[src/design/timer_group_pkg.sv]
// shared constants and types for the three-timer group mode logic
package timer_group_pkg;
    localparam int TIMER_W = 16;
    localparam logic [2:0] MODE_TIMER = 3'h0;
    localparam logic [2:0] MODE_COUNTER = 3'h1;
    localparam logic [2:0] MODE_GATE_LOW = 3'h2;
    localparam logic [2:0] MODE_GATE_HIGH = 3'h3;
    localparam logic [2:0] MODE_ENC_ROT = 3'h6;
    localparam logic [2:0] MODE_ENC_EDGE = 3'h7;
    // edge select in low bits of input_select (counter mode only)
    localparam logic [1:0] EDGE_NONE = 2'h0;
    localparam logic [1:0] EDGE_RISE = 2'h1;
    localparam logic [1:0] EDGE_FALL = 2'h2;
    localparam logic [1:0] EDGE_BOTH = 2'h3;
    // encoder select: 1 = count input only, 2 = dir input only, 3 = both
    localparam logic [1:0] ENC_ONE = 2'h1;
    localparam logic [1:0] ENC_DIR = 2'h2;
    localparam logic [1:0] ENC_BOTH = 2'h3;
    // prescale width: global 2 bits (2^(3+n) base), timer 3 bits (2^n)
    localparam int GPS_BASE = 2;
    localparam logic [TIMER_W-1:0] COUNT_RESET = 16'h0000;

    typedef struct packed {
        logic [2:0] mode;
        logic [2:0] input_select;
        logic run;
        logic soft_dir;
        logic ext_dir_enable;
        logic remote_run;
    } timer_ctrl_t;

    typedef struct packed {
        logic enc_dir;
        logic dir_change;
        logic count_edge;
    } timer_status_t;

    typedef struct packed {
        logic ext_in;
        logic dir_in;
    } timer_pins_t;
endpackage

[src/design/three_timer_group.sv]
// core timer plus two auxiliary timers: mode, direction and run logic
module three_timer_group #(
    parameter int NUM_TIMERS = 3
) (
    input wire logic mclk,
    input wire logic sys_rst,
    input wire logic [1:0] global_prescale_field,
    input wire timer_group_pkg::timer_ctrl_t [NUM_TIMERS-1:0] ctrl,
    input wire timer_group_pkg::timer_pins_t [NUM_TIMERS-1:0] pins,
    input wire logic [NUM_TIMERS-1:0] count_wr,
    input wire logic [timer_group_pkg::TIMER_W-1:0] count_wdata,
    input wire logic [NUM_TIMERS-1:0] status_clr,
    output logic [NUM_TIMERS-1:0][timer_group_pkg::TIMER_W-1:0] count,
    output timer_group_pkg::timer_status_t [NUM_TIMERS-1:0] status,
    output logic [NUM_TIMERS-1:0] timer_irq
);
    // index 0 = core_timer, 1 = aux_timer_a, 2 = aux_timer_b
    // the index map above is fixed, so other counts cannot be served
    generate
        if (NUM_TIMERS != 3) begin : g_bad_count
            $error("three_timer_group needs exactly three timers");
        end
        if (timer_group_pkg::TIMER_W != 16) begin : g_bad_width
            $error("three_timer_group counts are 16 bits wide");
        end
        if (timer_group_pkg::GPS_BASE + 3 + 7 > 15) begin : g_bad_tap
            $error("prescale tap does not fit its 4-bit index");
        end
    endgenerate

    localparam int PS_W = 10;
    logic [PS_W-1:0] prescale_q;
    logic [PS_W-1:0] prescale_prev_q;
    logic [PS_W-1:0] ps_rise;

    always_ff @(posedge mclk) begin
        if (sys_rst) begin
            prescale_q <= '0;
            prescale_prev_q <= '0;
        end else begin
            prescale_q <= prescale_q + 10'h001;
            prescale_prev_q <= prescale_q;
        end
    end

    // one-cycle rise of every chain bit, shared by all timers
    assign ps_rise = prescale_q & ~prescale_prev_q;

    logic core_run;
    assign core_run = ctrl[0].run;

    genvar g;
    generate
        for (g = 0; g < NUM_TIMERS; g++) begin : g_timer
            timer_group_pkg::timer_ctrl_t c;
            logic [1:0] ext_sync_q;
            logic [1:0] dir_sync_q;
            logic ext_q;
            logic dir_q;
            logic ext_rise;
            logic ext_fall;
            logic dir_rise;
            logic dir_fall;
            logic [3:0] tap;
            logic tick;
            logic run_sel;
            logic gate_ok;
            logic enc_mode;
            logic step;
            logic step_dir;
            logic enc_step;
            logic enc_dir;
            logic ext_dir_level;
            logic count_down;
            logic dir_q_state;
            logic dir_change_q;
            logic edge_q;
            logic irq_q;
            logic [timer_group_pkg::TIMER_W-1:0] count_q;
            logic [timer_group_pkg::TIMER_W-1:0] count_d;
            logic [timer_group_pkg::TIMER_W-1:0] count_inc;
            logic [timer_group_pkg::TIMER_W-1:0] count_dec;
            logic ext_edge;
            logic dir_edge;
            logic ext_tbl;
            logic dir_tbl;
            logic timer_step;
            logic gate_step;
            logic counter_hit;
            logic counter_step;
            logic enc_event;
            logic dir_flip;
            logic irq_event;
            timer_group_pkg::timer_status_t status_word;

            assign c = ctrl[g];

            // two-stage synchronizer, count or gate pin
            always_ff @(posedge mclk) begin
                if (sys_rst) begin
                    ext_sync_q <= 2'h0;
                    ext_q <= 1'b0;
                end else begin
                    ext_sync_q <= {ext_sync_q[0], pins[g].ext_in};
                    ext_q <= ext_sync_q[1];
                end
            end

            always_ff @(posedge mclk) begin
                if (sys_rst) begin
                    dir_sync_q <= 2'h0;
                    dir_q <= 1'b0;
                end else begin
                    dir_sync_q <= {dir_sync_q[0], pins[g].dir_in};
                    dir_q <= dir_sync_q[1];
                end
            end

            assign ext_rise = ext_sync_q[1] & ~ext_q;
            assign ext_fall = ~ext_sync_q[1] & ext_q;
            assign dir_rise = dir_sync_q[1] & ~dir_q;
            assign dir_fall = ~dir_sync_q[1] & dir_q;
            assign ext_edge = ext_rise | ext_fall;
            assign dir_edge = dir_rise | dir_fall;

            // table direction for each input edge, 1 = down
            assign ext_tbl = ext_rise ? dir_sync_q[1] : ~dir_sync_q[1];
            assign dir_tbl = dir_rise ? ~ext_sync_q[1] : ext_sync_q[1];

            assign tap = 4'(timer_group_pkg::GPS_BASE) + {2'h0, global_prescale_field}
                + {1'b0, c.input_select};
            // taps past the chain never fire, so the timer stands still there
            assign tick = (tap >= 4'(PS_W)) ? 1'b0 : ps_rise[tap];

            // remote run selection for aux timers
            assign run_sel = (g != 0 && c.remote_run) ? core_run : c.run;

            // gate polarity from mode bit 0
            assign gate_ok = c.mode[0] ? ext_sync_q[1] : ~ext_sync_q[1];

            assign enc_mode = (c.mode == timer_group_pkg::MODE_ENC_ROT)
                || (c.mode == timer_group_pkg::MODE_ENC_EDGE);

            always_comb begin
                enc_step = 1'b0;
                enc_dir = 1'b0;
                case (c.input_select[1:0])
                    timer_group_pkg::ENC_ONE: begin
                        if (ext_edge) begin
                            enc_step = 1'b1;
                            enc_dir = ext_tbl;
                        end
                    end
                    timer_group_pkg::ENC_DIR: begin
                        if (dir_edge) begin
                            enc_step = 1'b1;
                            enc_dir = dir_tbl;
                        end
                    end
                    timer_group_pkg::ENC_BOTH: begin
                        // edges on both pins in one cycle: only one step is taken
                        if (ext_edge) begin
                            enc_step = 1'b1;
                            enc_dir = ext_tbl;
                        end else if (dir_edge) begin
                            enc_step = 1'b1;
                            enc_dir = dir_tbl;
                        end
                    end
                    default: begin
                        enc_step = 1'b0;
                    end
                endcase
            end

            // direction: 1 = down; soft bit inverts ext level
            assign ext_dir_level = dir_sync_q[1];
            always_comb begin
                if (c.ext_dir_enable) begin
                    count_down = ext_dir_level ^ c.soft_dir;
                end else begin
                    count_down = c.soft_dir;
                end
            end

            // counter edge select; code 0 counts nothing
            always_comb begin
                case (c.input_select[1:0])
                    timer_group_pkg::EDGE_RISE: begin
                        counter_hit = ext_rise;
                    end
                    timer_group_pkg::EDGE_FALL: begin
                        counter_hit = ext_fall;
                    end
                    timer_group_pkg::EDGE_BOTH: begin
                        counter_hit = ext_edge;
                    end
                    default: begin
                        counter_hit = 1'b0;
                    end
                endcase
            end

            // the selected run bit gates every mode
            assign timer_step = run_sel & tick;
            assign gate_step = run_sel & gate_ok & tick;
            assign counter_step = run_sel & counter_hit;

            always_comb begin
                step = 1'b0;
                step_dir = count_down;
                case (c.mode)
                    timer_group_pkg::MODE_TIMER: begin
                        step = timer_step;
                    end
                    timer_group_pkg::MODE_GATE_LOW, timer_group_pkg::MODE_GATE_HIGH: begin
                        step = gate_step;
                    end
                    timer_group_pkg::MODE_COUNTER: begin
                        step = counter_step;
                    end
                    timer_group_pkg::MODE_ENC_ROT, timer_group_pkg::MODE_ENC_EDGE: begin
                        step = run_sel & enc_step;
                        step_dir = enc_dir ^ c.soft_dir;
                    end
                    default: step = 1'b0;
                endcase
            end

            assign count_inc = count_q + 16'h0001;
            assign count_dec = count_q - 16'h0001;

            // write wins over hardware step; the step is lost
            always_comb begin
                count_d = count_q;
                if (count_wr[g]) begin
                    count_d = count_wdata;
                end else if (step) begin
                    count_d = step_dir ? count_dec : count_inc;
                end
            end

            always_ff @(posedge mclk) begin
                if (sys_rst) begin
                    count_q <= timer_group_pkg::COUNT_RESET;
                end else begin
                    count_q <= count_d;
                end
            end

            // encoder event and reversal against last direction
            assign enc_event = enc_mode & step;
            assign dir_flip = enc_event & (step_dir != dir_q_state);

            // current encoder direction, up after reset
            always_ff @(posedge mclk) begin
                if (sys_rst) begin
                    dir_q_state <= 1'b0;
                end else if (enc_event) begin
                    dir_q_state <= step_dir;
                end
            end

            // sticky reversal flag; a set in the clear cycle wins
            always_ff @(posedge mclk) begin
                if (sys_rst) begin
                    dir_change_q <= 1'b0;
                end else if (dir_flip) begin
                    dir_change_q <= 1'b1;
                end else if (status_clr[g]) begin
                    dir_change_q <= 1'b0;
                end
            end

            // sticky count-edge flag, same priority as the reversal flag
            always_ff @(posedge mclk) begin
                if (sys_rst) begin
                    edge_q <= 1'b0;
                end else if (enc_event) begin
                    edge_q <= 1'b1;
                end else if (status_clr[g]) begin
                    edge_q <= 1'b0;
                end
            end

            // irq only from encoder events, never from a gate
            assign irq_event = ((c.mode == timer_group_pkg::MODE_ENC_EDGE) & enc_event)
                | ((c.mode == timer_group_pkg::MODE_ENC_ROT) & dir_flip);

            always_ff @(posedge mclk) begin
                if (sys_rst) begin
                    irq_q <= 1'b0;
                end else begin
                    irq_q <= irq_event;
                end
            end

            // no toggle latch or output pin on any aux timer
            assign count[g] = count_q;
            assign status_word.enc_dir = dir_q_state;
            assign status_word.dir_change = dir_change_q;
            assign status_word.count_edge = edge_q;
            assign status[g] = status_word;
            assign timer_irq[g] = irq_q;
        end
    endgenerate
endmodule // three_timer_group

[config.mk]
export PLATFORM = sky130hd
export DESIGN_NAME = three_timer_group
export DESIGN_NICKNAME = d
export VERILOG_FILES = /design/src/design/timer_group_pkg.sv /design/src/design/three_timer_group.sv
export SDC_FILE = /design/constraint.sdc
export NUM_CORES = 1
export LEC_CHECK = 0
export ABC_AREA = 0
export CAP_MARGIN = 20
export CORE_UTILIZATION = 55
export CTS_CLUSTER_DIAMETER = 60
export DETAILED_ROUTE_END_ITERATION = 10
export DONT_BUFFER_PORTS = 1
export PLACE_DENSITY = 0.71
export SLEW_MARGIN = 20
export SYNTH_ARGS = -nofsm -noshare
export SYNTH_HDL_FRONTEND = slang
export SYNTH_SLANG_ARGS = --single-unit
[constraint.sdc]
create_clock -name mclk -period 4.5 [get_ports mclk]
set_input_delay 0.45 -clock mclk [delete_from_list [all_inputs] [get_ports mclk]]
set_output_delay 0.45 -clock mclk [all_outputs]
set_load 0.01 [all_outputs]
==> impl_metrics.csv <==
group,metric,value,unit
clocking,cts_hold_buffers,0,
final_layout,stdcell_count,986,
clocking,clock-root-buffer,"clkbuf_16",
final_layout,diodes,0,
critical_path,critical_path_class,"reg2reg",
place,numPortBuffers,0,
global_routing,gr-usage-met3,0.07782,
clocking,clkTransAtPathRegs,80,ps
final_layout,seqCellArea,1962,sq um
place,gp_congestion,0.8935,
sta,setup_viol,0,
critical_path,critPathLaunchType,"flip-flop",
clocking,cts_buffer_depth,2,
status,status,"complete, no violations",
synth,ys_types,58,
final_layout,multi_input_area,4613,sq um
synth,yosys_warnings,0,
synth,synth_edf_count,0,
place,dp_cells,970,
global_routing,grt_max_degree,88,
route,antenna_left,0,
global_routing,grt_pass1_wl,27130,um
final_layout,drive_gt1_frac,0.05868,
sta,slew_headroom,0.4247,
sta,hold_viol,0,
clocking,cts_tree,"done",
synth,yosys.area.top_type_share,0.2835,
clocking,htreeDepth,3,
route,drcViolationCount,0,
critical_path,required,4790,ps
floorplanning,die_w,114.2,um
global_routing,grtUsageMet1,0.3197,
critical_path,end_kind,"flip-flop",
sta,timing.final.crit_share,0.9523,
floorplanning,fp.coreArea,12160,sq um
synth,async_flop_share,0,
sta,worst_pin_slew,862.8,ps
synth,synth_most_common_cell,"dfxtp_1",
final_layout,nFillCells,1074,
clocking,clk_latency,350,ps
sta,clock_skew,8.441,ps
min_path,hp-class,"in2reg",
synth,syn_area_per_cell,8.308,sq um
synth,synth.ff_latch_count,98,
synth,seq_area_frac_synth,0.2835,
final_layout,nets,948,
synth,ys_top_cells_by_area,"dfxtp_1 28%, ha_1 12%, a21oi_1 6.1%, nor2_1 5.1%, nor2b_1 4.4%",
global_routing,use_met2,0.4352,
route,wirelength,16950,um
synth,syn_area,6920,sq um
global_routing,grt.overflow.total,0,
final_layout,syn_to_final_growth,5.659,%
sta,clock.fmax,233.4,MHz
global_routing,antenna_found_initial,0,
synth,synth-main-ff-cell,"dfxtp_1",
power,powerDensity,325.3,nW/um^2
sta,post-route-min-period,4285,ps
clocking,cts_sinks,98,
floorplanning,dieArea,13030,sq um
sta,slew_viol_final,0,
clocking,post_cts_buffers,0,
route,via_per_inst,5.827,
power,ir_drop,250.8,uV
critical_path,arrival,4570,ps
synth,synth_fp_nets,968,
clocking,cts_buffers,9,
floorplanning,start_util,0.5690,
route,vias,5745,
global_routing,top_usage_layer,"met2",
route,initialDrtViolationCount,354,
global_routing,grt_pass1_vias,5581,
route,wl_per_cell,17.19,um
critical_path,crit_fanout,5,
synth,synth_common_cells,"98 x dfxtp_1, 94 x nor2_1, 85 x a21oi_1",
floorplanning,io_pins,122,
flow_run,maxCapViolCount,0,
route,dr.pass1.iters,4,
place,dp_hpwl,12780,um
clocking,cts_resized,0,
synth,synth_cells,833,
floorplanning,die_height,114.2,um
power,total_power,2.378,mW
power,leakagePower,3.138,nW
floorplanning,rows,40,
global_routing,grtUsageTotal,0.2678,
synth,synth_top_area_cell,"dfxtp_1",
## power by group
part	total (mW)	internal [mW]	switching, mW
Sequential	0.969	0.910	0.0598
Clock	0.830	0.459	0.372
Combinational	0.578	0.269	0.310
Total	2.38	1.64	0.741
## state kept, by name (all words and copies together) (netlist names), 6 cells and up
name and cells:
g_timer.ext_sync_q 6, prescale_prev_q 10, g_timer.dir_sync_q 6, prescale_q 10
g_timer.count_q 48
## placed cells by master (no fill, tap or decap), types with 11 or more instances in the layout
cell type | Yosys | final
a31oi_1 | 15 | 14
nor2b_1 | 49 | 49
a211oi_1 | 28 | 27
xnor2_1 | 33 | 32
a21o_1 | 13 | 13
mux2i_1 | 21 | 21
nor2_1 | 94 | 94
nand2_1 | 44 | 44
inv_1 | 36 | 36
nand3_1 | 11 | 11
nand2b_1 | 12 | 12
a21oi_1 | 85 | 85
xor2_1 | 26 | 26
dfxtp_1 | 98 | 98
o21ai_0 | 42 | 42
ha_1 | 67 | 67
nor3_1 | 28 | 28
## final timing paths
path	to	cells past startpoint	slack, ps	start
max reg2reg	g_timer[2].count_q[14]	18	210	g_timer[2].ext_sync_q[1]
min reg2reg	g_timer[0].ext_sync_q[1]	1	440	g_timer[0].ext_sync_q[0]
min	g_timer[1].ext_q	1	160	sys_rst
max	g_timer[2].count_q[14]	18	210	g_timer[2].ext_sync_q[1]
## metal layers
metal	share of wire	routed length [um]	vias to the layer above
met3	0.068	1148	31
li1	-	-	2878
met4	0.037	625	0
met2	0.47	7989	159
met1	0.42	7185	2677
met5	0	0	-
## critical path, cell delays in order, from the launching register on
cell and delay (ps):
dfxtp_1 420, inv_1 90, ha_1 300, nor2b_1 60, or3_1 360, a21oi_1 130, a31oi_1 80, xnor2_2 270
inv_1 100, fa_1 390, nor2b_1 170, o21ai_0 130, a21boi_0 260, o21ai_0 210, a211oi_1 350, nor3_1 140
o21ai_0 160, or4b_1 450, a21oi_1 130
## final cells by class
| cell class | instances | area share |
|---|---|---|
| Inverter | 38 | 0.01951 |
| Clock inverter | 6 | 0.01061 |
| Sequential cell | 98 | 0.2683 |
| Clock buffer | 10 | 0.03268 |
| Timing Repair Buffer | 9 | 0.009240 |
| Multi-Input combinational cell | 657 | 0.6309 |
| Tap cell | 168 | 0.02875 |
## logic make-up (layout without fill, tap and decap cells)
family	after synthesis	after routing	share of synthesized area
AND/OR/NAND/NOR	277	277	0.1958
AO/OA/AOI/OAI	218	218	0.1951
flip-flops	98	98	0.2835
buffers and inverters	78	63	0.05442
adder cells (fa/ha/maj)	73	73	0.1385
XOR/XNOR	62	62	0.08172
multiplexers	27	27	0.05099
## stage by stage
| step | TNS [ps] | hold slack [ps] | instance area (sq um) | utilization | setup slack (ps) |
|---|---|---|---|---|---|
| 5_1_grt | -7.873 | 145.2 | 7312 | 0.6012 | -7.873 |
| 3_5_place_dp | 0 | 428.1 | 6984 | 0.5743 | 286.4 |
| 3_3_place_gp | 0 | 419.4 | 6984 | 0.5743 | 411.4 |
| 6_report | 0 | 161.4 | 7312 | 0.6012 | 214.6 |
| 2_1_floorplan | 0 | 413.8 | 6920 | - | 286.9 |
| 4_1_cts | 0 | 149.2 | 7301 | 0.6003 | 240.7 |
(Power assumes the default switching activity.)
